[src/common/ubf_pkg.sv]
// Package for the serial port baud, FIFO and interrupt block.
// Assumes a single 10 MHz system clock and a byte-wide register port.
package ubf_pkg;

    // ==========================================================
    // Register offsets
    localparam logic [2:0] OFS_DATA = 3'h0;
    localparam logic [2:0] OFS_IER  = 3'h1;
    localparam logic [2:0] OFS_IIR  = 3'h2;
    localparam logic [2:0] OFS_LCR  = 3'h3;
    localparam logic [2:0] OFS_LSR  = 3'h5;
    localparam logic [2:0] OFS_SCR  = 3'h7;

    // ==========================================================
    // Field positions
    localparam int LCR_STOP_BIT  = 2;
    localparam int LCR_PAR_BIT   = 3;
    localparam int LCR_DIVISOR_ACCESS_BIT_BIT  = 7;
    localparam int IER_RDA_BIT   = 0;
    localparam int IER_THR_BIT   = 1;
    localparam int IER_RLS_BIT   = 2;
    localparam int FCR_EN_BIT    = 0;
    localparam int FCR_RXRST_BIT = 1;
    localparam int FCR_TXRST_BIT = 2;
    localparam int DIV_HS_BIT    = 15;
    localparam logic [7:0] IER_MASK = 8'h0f;

    // ==========================================================
    // Interrupt identification codes
    localparam logic [3:0] IIR_NONE = 4'h1;
    localparam logic [3:0] IIR_RLS  = 4'h6;
    localparam logic [3:0] IIR_RDA  = 4'h4;
    localparam logic [3:0] IIR_CTO  = 4'hc;
    localparam logic [3:0] IIR_HOLDING_EMPTY_FLAG = 4'h2;
    localparam logic [1:0] IIR_FIFO_ON = 2'h3;

    // ==========================================================
    // Sizes and timing
    localparam int         PTR_W         = 4;
    localparam int         CNT_W         = 5;
    localparam logic [4:0] FIFO_DEPTH    = 5'h10;
    localparam logic [4:0] HOLD_DEPTH    = 5'h01;
    localparam logic [4:0] TRIG_ONE      = 5'h01;
    localparam logic [15:0] DIV_ZERO_EFF = 16'h0003;
    localparam logic [3:0] CHAR_BASE_BITS = 4'h7;
    localparam logic [11:0] TICKS_PER_BIT = 12'h010;
    localparam logic [11:0] TO_CHARS      = 12'h004;

    // ==========================================================
    // Types
    typedef struct packed {
        logic       brk;
        logic       frm;
        logic       par;
        logic [7:0] data;
    } ubf_rx_char_s;

    typedef enum logic [2:0] {
        TXS_BUSY  = 3'b001,
        TXS_DELAY = 3'b010,
        TXS_EMPTY = 3'b100
    } ubf_txs_e;

endpackage

[src/rtl/ubf_uart_core.sv]
// Baud generator, FIFOs, interrupt identification and polled status.
// Serial engine sits beside it on SYS_CLK; REF_OSC is an outside pin.
`timescale 1ns/10ps

module ubf_uart_core (
    input  wire logic                  SYS_CLK,
    input  wire logic                  RST,
    input  wire logic [2:0]            REG_ADDR,
    input  wire logic [7:0]            REG_WDATA,
    input  wire logic                  REG_WR,
    input  wire logic                  REG_RD,
    output logic      [7:0]            REG_RDATA,
    input  wire logic                  REF_OSC,
    input  wire logic                  HIGH_SPEED,
    input  wire logic [4:0]            TRIG_LEVEL,
    input  wire logic                  RX_PUSH,
    input  wire ubf_pkg::ubf_rx_char_s RX_CHAR,
    input  wire logic                  TX_POP,
    input  wire logic                  TX_SHIFT_EMPTY,
    output logic                       TX_VALID,
    output logic      [7:0]            TX_DATA,
    output logic                       BAUD_16X,
    output logic                       BAUD_TICK,
    output logic      [7:0]            LINE_CTRL,
    output logic                       INTR
);
    import ubf_pkg::*;

    // ==========================================================
    // Decode helpers
    function automatic logic at(input logic [2:0] a, input logic [2:0] o);
        at = (a == o);
    endfunction

    function automatic logic [15:0] div_effective(input logic [15:0] d,
                                                  input logic        hs);
        logic [15:0] v;
        v = (hs && d[DIV_HS_BIT]) ? {1'b0, d[14:0]} : d;
        div_effective = (v == 16'h0) ? DIV_ZERO_EFF : v;
    endfunction

    logic [7:0]  ier_r, lcr_r, scr_r, dll_r, dlh_r, rdata_r;
    logic        fen_r;
    logic        ref_s1_r, ref_s2_r, ref_s3_r;
    logic [15:0] cnt_r;
    logic        baud_r, baud_q_r, intr_r;

    wire divisor_access_bit   = lcr_r[LCR_DIVISOR_ACCESS_BIT_BIT];
    wire wr_dll = REG_WR && at(REG_ADDR, OFS_DATA) && divisor_access_bit;
    wire wr_dlh = REG_WR && at(REG_ADDR, OFS_IER) && divisor_access_bit;
    wire wr_thr = REG_WR && at(REG_ADDR, OFS_DATA) && !divisor_access_bit;
    wire wr_ier = REG_WR && at(REG_ADDR, OFS_IER) && !divisor_access_bit;
    wire wr_fcr = REG_WR && at(REG_ADDR, OFS_IIR);
    wire wr_lcr = REG_WR && at(REG_ADDR, OFS_LCR);
    wire wr_scr = REG_WR && at(REG_ADDR, OFS_SCR);
    wire rd_rbr = REG_RD && at(REG_ADDR, OFS_DATA) && !divisor_access_bit;
    wire rd_iir = REG_RD && at(REG_ADDR, OFS_IIR);
    wire rd_lsr = REG_RD && at(REG_ADDR, OFS_LSR);
    wire fen_chg = wr_fcr && (REG_WDATA[FCR_EN_BIT] != fen_r);

    // ==========================================================
    // Control registers
    always_ff @(posedge SYS_CLK) begin
        if (RST) begin
            ier_r <= 8'h00;
            lcr_r <= 8'h00;
            scr_r <= 8'h00;
            dll_r <= 8'h00;
            dlh_r <= 8'h00;
            fen_r <= 1'b0;
        end else begin
            if (wr_ier) ier_r <= REG_WDATA & IER_MASK;
            if (wr_lcr) lcr_r <= REG_WDATA;
            if (wr_scr) scr_r <= REG_WDATA;
            if (wr_dll) dll_r <= REG_WDATA;
            if (wr_dlh) dlh_r <= REG_WDATA;
            if (wr_fcr) fen_r <= REG_WDATA[FCR_EN_BIT];
        end
    end

    // ==========================================================
    // Baud generator
    // Reference pin synchronised; edge seen between stages 2 and 3
    always_ff @(posedge SYS_CLK) begin
        if (RST) begin
            ref_s1_r <= 1'b0;
            ref_s2_r <= 1'b0;
            ref_s3_r <= 1'b0;
        end else begin
            ref_s1_r <= REF_OSC;
            ref_s2_r <= ref_s1_r;
            ref_s3_r <= ref_s2_r;
        end
    end

    wire        ref_rise = ref_s2_r && !ref_s3_r;
    wire [15:0] div_nxt  = {wr_dlh ? REG_WDATA : dlh_r,
                            wr_dll ? REG_WDATA : dll_r};
    wire [15:0] div_e    = div_effective({dlh_r, dll_r}, HIGH_SPEED);
    wire        div_two  = (div_e == 16'h2);
    wire        div_one  = (div_e == 16'h1);
    wire        div_low  = div_two ? (cnt_r == 16'h2)
                         : (cnt_r == div_e) || (cnt_r == div_e - 16'h1);

    always_ff @(posedge SYS_CLK) begin
        if (RST) begin
            cnt_r <= DIV_ZERO_EFF;
        end else if (wr_dll || wr_dlh) begin
            cnt_r <= div_effective(div_nxt, HIGH_SPEED);
        end else if (ref_rise) begin
            cnt_r <= (cnt_r <= 16'h1) ? div_e : cnt_r - 16'h1;
        end
    end

    always_ff @(posedge SYS_CLK) begin
        if (RST) begin
            baud_r   <= 1'b1;
            baud_q_r <= 1'b1;
        end else begin
            baud_r   <= div_one ? !ref_s2_r : !div_low;
            baud_q_r <= baud_r;
        end
    end

    // One tick per 16x period drives all character timing
    wire tick16 = baud_r && !baud_q_r;
    assign BAUD_16X  = baud_r;
    assign BAUD_TICK = tick16;
    assign LINE_CTRL = lcr_r;

    // ==========================================================
    // Character time in 16x ticks
    wire [3:0]  char_bits  = CHAR_BASE_BITS + {2'b00, lcr_r[1:0]}
                           + {3'b000, lcr_r[LCR_PAR_BIT]}
                           + {3'b000, lcr_r[LCR_STOP_BIT]};
    wire [11:0] char_ticks = {8'h00, char_bits} * TICKS_PER_BIT;
    wire [11:0] to_limit   = char_ticks * TO_CHARS;
    wire [11:0] tx_dly     = char_ticks - TICKS_PER_BIT;

    // ==========================================================
    // Receive FIFO
    ubf_rx_char_s     rx_mem_r [FIFO_DEPTH];
    logic [PTR_W-1:0] rx_wp_r, rx_rp_r;
    logic [CNT_W-1:0] rx_cnt_r;
    logic [FIFO_DEPTH-1:0] rx_err_v;

    wire [CNT_W-1:0] cap     = fen_r ? FIFO_DEPTH : HOLD_DEPTH;
    wire rx_empty  = (rx_cnt_r == '0);
    wire rx_full   = (rx_cnt_r >= cap);
    wire rx_push   = RX_PUSH && !rx_full;
    wire overrun   = RX_PUSH && rx_full;
    wire rx_pop    = rd_rbr && !rx_empty;
    wire rx_clr    = fen_chg || (wr_fcr && REG_WDATA[FCR_RXRST_BIT]);
    ubf_rx_char_s rx_top;
    assign rx_top  = rx_mem_r[rx_rp_r];

    genvar gi;
    generate
        for (gi = 0; gi < FIFO_DEPTH; gi++) begin : g_rx
            wire [PTR_W-1:0] off = PTR_W'(gi) - rx_rp_r;
            assign rx_err_v[gi] = ({1'b0, off} < rx_cnt_r)
                && (rx_mem_r[gi].brk || rx_mem_r[gi].frm || rx_mem_r[gi].par);
            always_ff @(posedge SYS_CLK) begin
                if (rx_push && rx_wp_r == PTR_W'(gi)) rx_mem_r[gi] <= RX_CHAR;
            end
        end
    endgenerate

    always_ff @(posedge SYS_CLK) begin
        if (RST || rx_clr) begin
            rx_wp_r  <= '0;
            rx_rp_r  <= '0;
            rx_cnt_r <= '0;
        end else begin
            rx_wp_r  <= rx_wp_r + PTR_W'(rx_push);
            rx_rp_r  <= rx_rp_r + PTR_W'(rx_pop);
            rx_cnt_r <= rx_cnt_r + CNT_W'(rx_push) - CNT_W'(rx_pop);
        end
    end

    // ==========================================================
    // Transmit FIFO
    logic [7:0]       tx_mem_r [FIFO_DEPTH];
    logic [PTR_W-1:0] tx_wp_r, tx_rp_r;
    logic [CNT_W-1:0] tx_cnt_r;

    wire tx_empty = (tx_cnt_r == '0);
    wire tx_push  = wr_thr && (tx_cnt_r < cap);
    wire tx_pop   = TX_POP && !tx_empty;
    wire tx_clr   = fen_chg || (wr_fcr && REG_WDATA[FCR_TXRST_BIT]);

    generate
        for (gi = 0; gi < FIFO_DEPTH; gi++) begin : g_tx
            always_ff @(posedge SYS_CLK) begin
                if (tx_push && tx_wp_r == PTR_W'(gi)) tx_mem_r[gi] <= REG_WDATA;
            end
        end
    endgenerate

    always_ff @(posedge SYS_CLK) begin
        if (RST || tx_clr) begin
            tx_wp_r  <= '0;
            tx_rp_r  <= '0;
            tx_cnt_r <= '0;
        end else begin
            tx_wp_r  <= tx_wp_r + PTR_W'(tx_push);
            tx_rp_r  <= tx_rp_r + PTR_W'(tx_pop);
            tx_cnt_r <= tx_cnt_r + CNT_W'(tx_push) - CNT_W'(tx_pop);
        end
    end

    assign TX_VALID = !tx_empty;
    assign TX_DATA  = tx_mem_r[tx_rp_r];

    // ==========================================================
    // Transmit empty indication
    ubf_txs_e    txs_r, txs_nxt;
    logic [11:0] dly_r;
    logic        two_seen_r, holding_empty_flag_pend_r;

    always_comb begin
        txs_nxt = txs_r;
        case (txs_r)
            TXS_BUSY:  if (tx_empty && !tx_push) txs_nxt = two_seen_r ?
                           TXS_EMPTY : TXS_DELAY;
            TXS_DELAY: if (!tx_empty || tx_push) txs_nxt = TXS_BUSY;
                       else if (dly_r == 12'h0) txs_nxt = TXS_EMPTY;
            TXS_EMPTY: if (!tx_empty || tx_push) txs_nxt = TXS_BUSY;
            default:   txs_nxt = TXS_EMPTY;
        endcase
        if (tx_clr) txs_nxt = TXS_EMPTY;
    end

    wire enter_empty = (txs_nxt == TXS_EMPTY) && (txs_r != TXS_EMPTY);
    wire holding_empty_flag        = (txs_r == TXS_EMPTY);

    always_ff @(posedge SYS_CLK) begin
        if (RST) begin
            txs_r      <= TXS_EMPTY;
            dly_r      <= 12'h0;
            two_seen_r <= 1'b0;
        end else begin
            txs_r <= txs_nxt;
            if (txs_nxt == TXS_DELAY && txs_r != TXS_DELAY) dly_r <= tx_dly;
            else if (tick16 && dly_r != 12'h0) dly_r <= dly_r - 12'h1;
            if (enter_empty) two_seen_r <= 1'b0;
            else if (tx_cnt_r >= 5'h02) two_seen_r <= 1'b1;
        end
    end

    // ==========================================================
    // Line status
    logic oe_r;
    always_ff @(posedge SYS_CLK) begin
        if (RST) oe_r <= 1'b0;
        else oe_r <= overrun || (oe_r && !rd_lsr);
    end

    wire [2:0] top_err = rx_empty ? 3'b000
                       : {rx_top.brk, rx_top.frm, rx_top.par};
    wire [7:0] line_status_reg = {fen_r && (|rx_err_v), holding_empty_flag && TX_SHIFT_EMPTY, holding_empty_flag,
                      top_err, oe_r, !rx_empty};

    // ==========================================================
    // Receive timeout
    logic [11:0] to_cnt_r;
    wire to_hit  = (to_cnt_r >= to_limit);
    wire to_pend = to_hit && fen_r && ier_r[IER_RDA_BIT] && !rx_empty;

    always_ff @(posedge SYS_CLK) begin
        if (RST || rx_empty || rx_pop || (rx_push && !to_pend)) begin
            to_cnt_r <= 12'h0;
        end else if (tick16 && !to_hit) begin
            to_cnt_r <= to_cnt_r + 12'h1;
        end
    end

    // ==========================================================
    // Interrupt identification
    wire [CNT_W-1:0] trig = (fen_r && TRIG_LEVEL != '0) ? TRIG_LEVEL
                                                        : TRIG_ONE;
    wire rls_act  = ier_r[IER_RLS_BIT] && (oe_r || (|top_err));
    wire rda_act  = ier_r[IER_RDA_BIT] && (rx_cnt_r >= trig);
    wire holding_empty_flag_act = ier_r[IER_THR_BIT] && holding_empty_flag_pend_r;
    wire [3:0] iir_id = rls_act  ? IIR_RLS
                      : rda_act  ? IIR_RDA
                      : to_pend  ? IIR_CTO
                      : holding_empty_flag_act ? IIR_HOLDING_EMPTY_FLAG
                      : IIR_NONE;
    wire [7:0] interrupt_ident_reg = {fen_r ? IIR_FIFO_ON : 2'b00, 2'b00, iir_id};

    always_ff @(posedge SYS_CLK) begin
        if (RST) holding_empty_flag_pend_r <= 1'b0;
        else holding_empty_flag_pend_r <= enter_empty || fen_chg
            || (holding_empty_flag_pend_r && !wr_thr && !(rd_iir && iir_id == IIR_HOLDING_EMPTY_FLAG));
    end

    always_ff @(posedge SYS_CLK) begin
        if (RST) intr_r <= 1'b0;
        else intr_r <= (iir_id != IIR_NONE);
    end
    assign INTR = intr_r;

    // ==========================================================
    // Read port
    logic [7:0] rd_val;
    always_comb begin
        case (REG_ADDR)
            OFS_DATA: rd_val = divisor_access_bit ? dll_r : rx_top.data;
            OFS_IER:  rd_val = divisor_access_bit ? dlh_r : ier_r;
            OFS_IIR:  rd_val = interrupt_ident_reg;
            OFS_LCR:  rd_val = lcr_r;
            OFS_LSR:  rd_val = line_status_reg;
            OFS_SCR:  rd_val = scr_r;
            default:  rd_val = 8'h00;
        endcase
    end

    always_ff @(posedge SYS_CLK) begin
        if (RST) rdata_r <= 8'h00;
        else rdata_r <= REG_RD ? rd_val : 8'h00;
    end
    assign REG_RDATA = rdata_r;
endmodule

[config.mk]
export PLATFORM = sky130hd
export DESIGN_NAME = ubf_uart_core
export DESIGN_NICKNAME = d
export VERILOG_FILES = /design/src/common/ubf_pkg.sv /design/src/rtl/ubf_uart_core.sv
export SDC_FILE = /design/constraint.sdc
export NUM_CORES = 1
export LEC_CHECK = 0
export BUFFER_PORTS_ARGS = -buffer_cell sky130_fd_sc_hd__buf_4
export CAP_MARGIN = 5
export CELL_PAD_IN_SITES_DETAIL_PLACEMENT = 0
export CELL_PAD_IN_SITES_GLOBAL_PLACEMENT = 1
export CORE_MARGIN = 8
export CORE_UTILIZATION = 50
export CTS_BUF_LIST = sky130_fd_sc_hd__clkbuf_8 sky130_fd_sc_hd__clkbuf_16
export CTS_CLUSTER_SIZE = 24
export DETAILED_ROUTE_END_ITERATION = 16
export PLACE_DENSITY_LB_ADDON = 0.1
export RECOVER_POWER = 25
export SYNTH_ARGS = -nofsm -noshare
export SYNTH_HDL_FRONTEND = slang
export SYNTH_SLANG_ARGS = --single-unit
[constraint.sdc]
create_clock -name SYS_CLK -period 10.6 [get_ports SYS_CLK]
set_clock_uncertainty 0.2 [all_clocks]
set_input_delay 0.53 -clock SYS_CLK [delete_from_list [all_inputs] [get_ports SYS_CLK]]
set_output_delay 0.53 -clock SYS_CLK [all_outputs]
set_load 0.005 [all_outputs]
**Word-level counts from Yosys, hierarchy flattened**

Memories as Yosys holds them, arrays and structs flattened. A register that Yosys moved wholly into a read port is not among the register bits.
Index checks and enable logic that the tools add are counted.

- Magnitude comparators: 22
- Eq/ne operators: 50
- Mux-type cells: 187
- Reductions and logical operators: 198
- Bitwise operators: 1
- Add/sub/neg operators: 32

Operator list:

| cell | count |
|---|---|
| 2-to-1 mux 11 bit | 15 |
| OR reduction 11 bit | 15 |
| 2-to-1 mux 8 bit | 19 |
| 2-to-1 mux 4 bit | 35 |
| OR reduction 8 bit | 15 |
| 2-to-1 mux 16 bit | 7 |
| 2-to-1 mux 1 bit | 96 |
| logical AND 1 bit | 92 |
| less-than comparator 4 x 5 -> 1 bit | 16 |
| equality test 4 bit, second input constant | 16 |
| one-hot mux 8 bit (6 select lines) | 1 |
| logical OR 1 bit | 46 |
| equality test 16 bit | 2 |
| equality test 16 x 2 -> 1 bit, second input constant | 2 |
| equality test 4 x 3 -> 1 bit, second input constant | 8 |
| logical NOT 16 bit | 2 |
| subtractor 16 x 1 -> 16 bit, second input constant | 2 |
| subtractor 4 bit, first input constant | 8 |
| adder 4 x 1 -> 4 bit | 6 |
| 2-to-1 mux 12 bit | 2 |
| 2-to-1 mux 3 bit | 7 |
| equality test 4 x 2 -> 1 bit, second input constant | 5 |
| equality test 16 x 1 -> 1 bit, second input constant | 1 |
| less-or-equal comparator 16 x 1 -> 1 bit, second input constant | 1 |
| 36 further kinds | 71 |

- Memories kept: 2
- Register bits after elaboration: 123
- Word-level logic and storage cells: 518
- Input port bits: 36
- Output and inout port bits: 28
- Bits in writable memories: 304

Memory list:

| name | depth | width | read ports | clocked after memory_dff | write ports | line | source |
|---|---|---|---|---|---|---|---|
| rx_mem_r | 16 | 11 | 17 | 1 | 1 | ubf_uart_core.sv:142 | `ubf_rx_char_s rx_mem_r [FIFO_DEPTH];` |
| tx_mem_r | 16 | 8 | 1 | 1 | 1 | ubf_uart_core.sv:183 | `logic [7:0] tx_mem_r [FIFO_DEPTH];` |

**Longest topological paths before layout**

- Depth after elaboration: 23
- Depth in mapped cells: 17

**Worst setup path before layout**

No wires, ideal clock.

- Path kind: flip-flop to flip-flop
- Start point: register lcr_r[0], in the netlist LINE_CTRL[0]
- End point: register to_cnt_r[6]
- Arrival time: 3.085 ns
- Path buffers: 1
- Slack: 7.198 ns
- Setup time: 0.117 ns
- Cell stages (with the launch flop): 16
- Cells stage by stage: dfxtp_1 inv_1 ha_1 inv_1 ha_1 inv_1 fa_1 xnor2_1 ha_1 a2111oi_0 nand2_1 a31oi_1 clkbuf_1 nand4_1 xnor2_1 nor2_1

- Longest elaborated chain between the ends: 10
- Elaborated cells between the ends (all ways): 12
- Those cells by class: add/sub: 3; order compare: 1; reduce/logical: 8

RTL lines:

| element | line | source |
|---|---|---|
| from (decl) | ubf_uart_core.sv:42 | `logic [7:0] ier_r, lcr_r, scr_r, dll_r, dlh_r, rdata_r;` |
| from (signal assigned) | ubf_uart_core.sv:66 | `lcr_r <= 8'h00;` |
| from (signal assigned) | ubf_uart_core.sv:73 | `if (wr_lcr) lcr_r <= REG_WDATA;` |
| adder 3 x 2 -> 4 bit * | ubf_uart_core.sv:133 | `wire [3:0] char_bits = CHAR_BASE_BITS + {2'b00, lcr_r[1:0]}` |
| adder 4 x 1 -> 4 bit * | ubf_uart_core.sv:134 | `+ {3'b000, lcr_r[LCR_PAR_BIT]}` |
| adder 4 x 1 -> 4 bit * | ubf_uart_core.sv:135 | `+ {3'b000, lcr_r[LCR_STOP_BIT]};` |
| >= comparator 12 x 10 -> 1 bit * | ubf_uart_core.sv:267 | `wire to_hit = (to_cnt_r >= to_limit);` |
| logical AND 1 bit (3 in series) | ubf_uart_core.sv:268 | `wire to_pend = to_hit && fen_r && ier_r[IER_RDA_BIT] && !rx_empty;` |
| logical NOT 1 bit | ubf_uart_core.sv:271 | `if (RST \|\| rx_empty \|\| rx_pop \|\| (rx_push && !to_pend)) begin` |
| logical AND 1 bit | ubf_uart_core.sv:271 |  |
| logical OR 1 bit | ubf_uart_core.sv:271 |  |
| to (signal assigned) | ubf_uart_core.sv:274 | `to_cnt_r <= to_cnt_r + 12'h1;` |
| to (decl) | ubf_uart_core.sv:266 | `logic [11:0] to_cnt_r;` |

Every way passes the cells marked *; elsewhere a longest branch is shown, timed or not.
A chain may end at the register's enable or synchronous reset.

**Final worst setup path**

- Start point: register lcr_r[0], in the netlist LINE_CTRL[0]
- End point: register to_cnt_r[8]

The elaborated chain is that of the path after synthesis.

==> impl_metrics.csv <==
group,metric,value,unit
status,status,"complete, no violations",
die,placementRows,73,
yosys,mappedNetlistNets,1685,
worst_setup_path,start_kind,"flop",
sta,setup_tns,0,ns
clock_network,htreeDepth,2,
die,coreArea,0.0398,mm^2
layout,final_cell_mix,"304 x edfxtp_1, 130 x nor2_1, 120 x dfxtp_1",
sta,max_freq,243,MHz
routing,drt_first_iter_violations,1059,
sta,slew_headroom,0.201,
clock_network,clk_pin_slew,0.06,ns
placed_design,placed_area,0.0212,mm^2
die,die-height,217,um
yosys,yosysWarnings,0,
power_and_ir_drop,p_leak,8.09,nW
clock_network,cts_buffer_depth,3,
sta,setup_viol_count_final,0,
power_and_ir_drop,max-vdd-ir-drop,0.211,mV
worst_setup_path,path_max_fanout,12,
routing,drt_first_pass_iters,5,
die,ios,64,
yosys,synth-edff-count,304,
yosys,synth_top_flop_cell,"edfxtp_1",
sta,rsz0062_at_grt,"false",
routing,ant_nets,0,
run,cap_violations,0,
placed_design,pre_cts_ws,6.51,ns
worst_setup_path,regToRegSetupSlack,6.48,ns
worst_setup_path,crit_required,10.83,ns
yosys,syn_inst,1560,
power_and_ir_drop,total_power,0.00437,W
yosys,ys_seq_elements,427,
sta,final-max-slew-violation-count,0,
yosys,syn_avg_cell_area,12.9,um^2
global_routing,grt_pass1_vias,12867,
yosys,ys_types,79,
global_routing,grt_pass1_wl,78200,um
routing,viasPerCell,5.99,
min_path,hold_path_class,"in -> reg",
clock_network,tritoncts,"done",
die,die_area,0.0471,mm^2
clock_network,cts_buffers,45,
die,die_x,217,um
routing,drt_wl_total,51300,um
layout,mostFrequentLayoutCell,"edfxtp_1",
routing,routed-via-count,13014,
sta,min_period,4.12,ns
worst_setup_path,crit_path_end_kind,"flop",
sta,worst_slew_pin_slew,1.18,ns
worst_setup_path,critPathKind,"reg -> reg",
layout,fin_nets,1741,
layout,diodes,0,
layout,finalInstanceArea,0.0227,mm^2
die,initial_utilization,0.507,
sta,hold_viol_final,0,
global_routing,antenna_found_initial,0,
global_routing,grtUsageTotal,0.217,
placed_design,io_buffers,63,
clock_network,numClockSinks,427,
clock_network,root_buffer,"clkbuf_16",
placed_design,place.gp.congestion,0.842,
global_routing,grt.overflow.total,0,
clock_network,clk_latency,0.58,ns
global_routing,grt_max_degree,67,
yosys,netlist_area,0.0202,mm^2
yosys,ys_seq_area_frac,0.574,
worst_setup_path,arrival,4.36,ns
sta,finalCritPeriodShare,0.389,
routing,drc_errors,0,
layout,num-fill-cells,3274,
sta,hold_slack,0.0518,ns
layout,drive_above_1_share,0.160,
sta,worst_slack,6.48,ns
placed_design,place_hpwl,35200,um
power_and_ir_drop,power_density,193,mW/mm^2
yosys,synthArstFlopShare,0,
layout,syn_to_final_growth,12.3,%
routing,avgRoutedWirePerCell,23.6,um
==> timing repair <==
item	4_1_cts	5_1_grt
hold buffers	1	0
endpoints found under the hold margin	1	0
resized for setup	0	0
setup buffers	0	0
==> stage by stage <==
stage,util,std cells
3_3_place_gp,0.533,2093
4_1_cts,0.570,2173
2_1_floorplan,-,1560
6_report,0.569,2173
3_5_place_dp,0.533,2093
5_1_grt,0.569,2173
==> flip-flops by register name, indices dropped and copies added (netlist names), 5 cells and up <==
register,count
cnt_r,16
tx_cnt_r,5
dll_r,8
dlh_r,8
tx_mem_r,128
to_cnt_r,12
scr_r,8
dly_r,12
REG_RDATA,8
rx_cnt_r,5
rx_mem_r,176
LINE_CTRL,8
==> critical path, cell delays in order, from the launching register on <==
cell	delay, ns
dfxtp_1	0.37
inv_1	0.08
ha_1	0.30
inv_1	0.06
ha_1	0.15
inv_1	0.06
fa_1	0.40
xnor2_1	0.20
ha_1	0.23
a2111oi_0	0.54
nand2_1	0.12
a31oi_1	0.82
nand4_1	0.23
xor2_1	0.18
nor2_1	0.05
==> final cells by class <==
class,count,area (um^2),share of cell area
Clock buffer,51,1210,0.0533
Inverter,66,248,0.0109
Tap cell,525,657,0.0290
Clock inverter,28,288,0.0127
Timing Repair Buffer,92,644,0.0284
Multi-Input combinational cell,984,8030,0.354
Sequential cell,427,11600,0.512
==> kinds of logic after synthesis <==
family / Yosys count / synth area share
buffers and inverters: 149 / 0.0294
flip-flops: 427 / 0.574
XOR/XNOR: 67 / 0.0291
AO/OA/AOI/OAI: 243 / 0.0798
multiplexers: 123 / 0.120
AND/OR/NAND/NOR: 462 / 0.112
adder cells (fa/ha/maj): 89 / 0.0563
==> power by group <==
group          total [W]  switching, W  internal (W)  leakage, nW
Combinational   0.000870      0.000477      0.000393         3.60
Sequential       0.00193     0.0000626       0.00186         3.74
Clock            0.00158      0.000660      0.000919        0.759
==> cell usage after synthesis, types with 4 or more instances <==
cell | count | area share
a2111oi_0 | 4 | 0.0017
a211oi_1 | 12 | 0.0045
a21o_1 | 16 | 0.0059
a21oi_1 | 71 | 0.018
a221oi_1 | 4 | 0.0017
a22oi_1 | 6 | 0.0022
a2bb2oi_1 | 4 | 0.0017
a311oi_1 | 5 | 0.0022
a31oi_1 | 19 | 0.0059
a32o_1 | 4 | 0.0020
a32oi_1 | 4 | 0.0017
and3_1 | 28 | 0.0087
buf_1 | 14 | 0.0026
buf_2 | 10 | 0.0025
buf_4 | 4 | 0.0015
clkbuf_1 | 54 | 0.010
dfxtp_1 | 123 | 0.12
edfxtp_1 | 304 | 0.45
ha_1 | 86 | 0.053
inv_1 | 65 | 0.012
mux2_2 | 7 | 0.0039
mux2i_1 | 22 | 0.011
mux4_2 | 94 | 0.10
nand2_1 | 109 | 0.020
nand2b_1 | 15 | 0.0046
nand3_1 | 29 | 0.0072
nand3b_1 | 7 | 0.0026
nand4_1 | 13 | 0.0040
nor2_1 | 130 | 0.024
nor2b_1 | 19 | 0.0059
nor3_1 | 56 | 0.014
nor4_1 | 13 | 0.0040
o2111ai_1 | 4 | 0.0017
o211ai_1 | 10 | 0.0037
o21ai_0 | 39 | 0.0097
o31ai_1 | 4 | 0.0015
or3_1 | 14 | 0.0043
or4_1 | 8 | 0.0030
xnor2_1 | 36 | 0.016
xor2_1 | 31 | 0.013
==> layer usage <==
metal  routed length [um]  global-route usage  vias up
met2                25300               0.364      352
met3                 2440              0.0340       97
li1                     -                   -     6038
met4                 1800              0.0818        0
met5                    0                   0        -
met1                21800               0.282     6527
==> final timing paths <==
kind,cells past startpoint,start,to
setup / recovery,14,LINE_CTRL[0]$_SDFFE_PP0P_,to_cnt_r[8]$_SDFFE_PP0P_
hold / removal,3,RX_PUSH,oe_r$_SDFF_PP0_
setup reg to reg,14,LINE_CTRL[0]$_SDFFE_PP0P_,to_cnt_r[8]$_SDFFE_PP0P_
hold reg to reg,2,to_cnt_r[11]$_SDFFE_PP0P_,to_cnt_r[11]$_SDFFE_PP0P_
(Power assumes the default switching activity.)
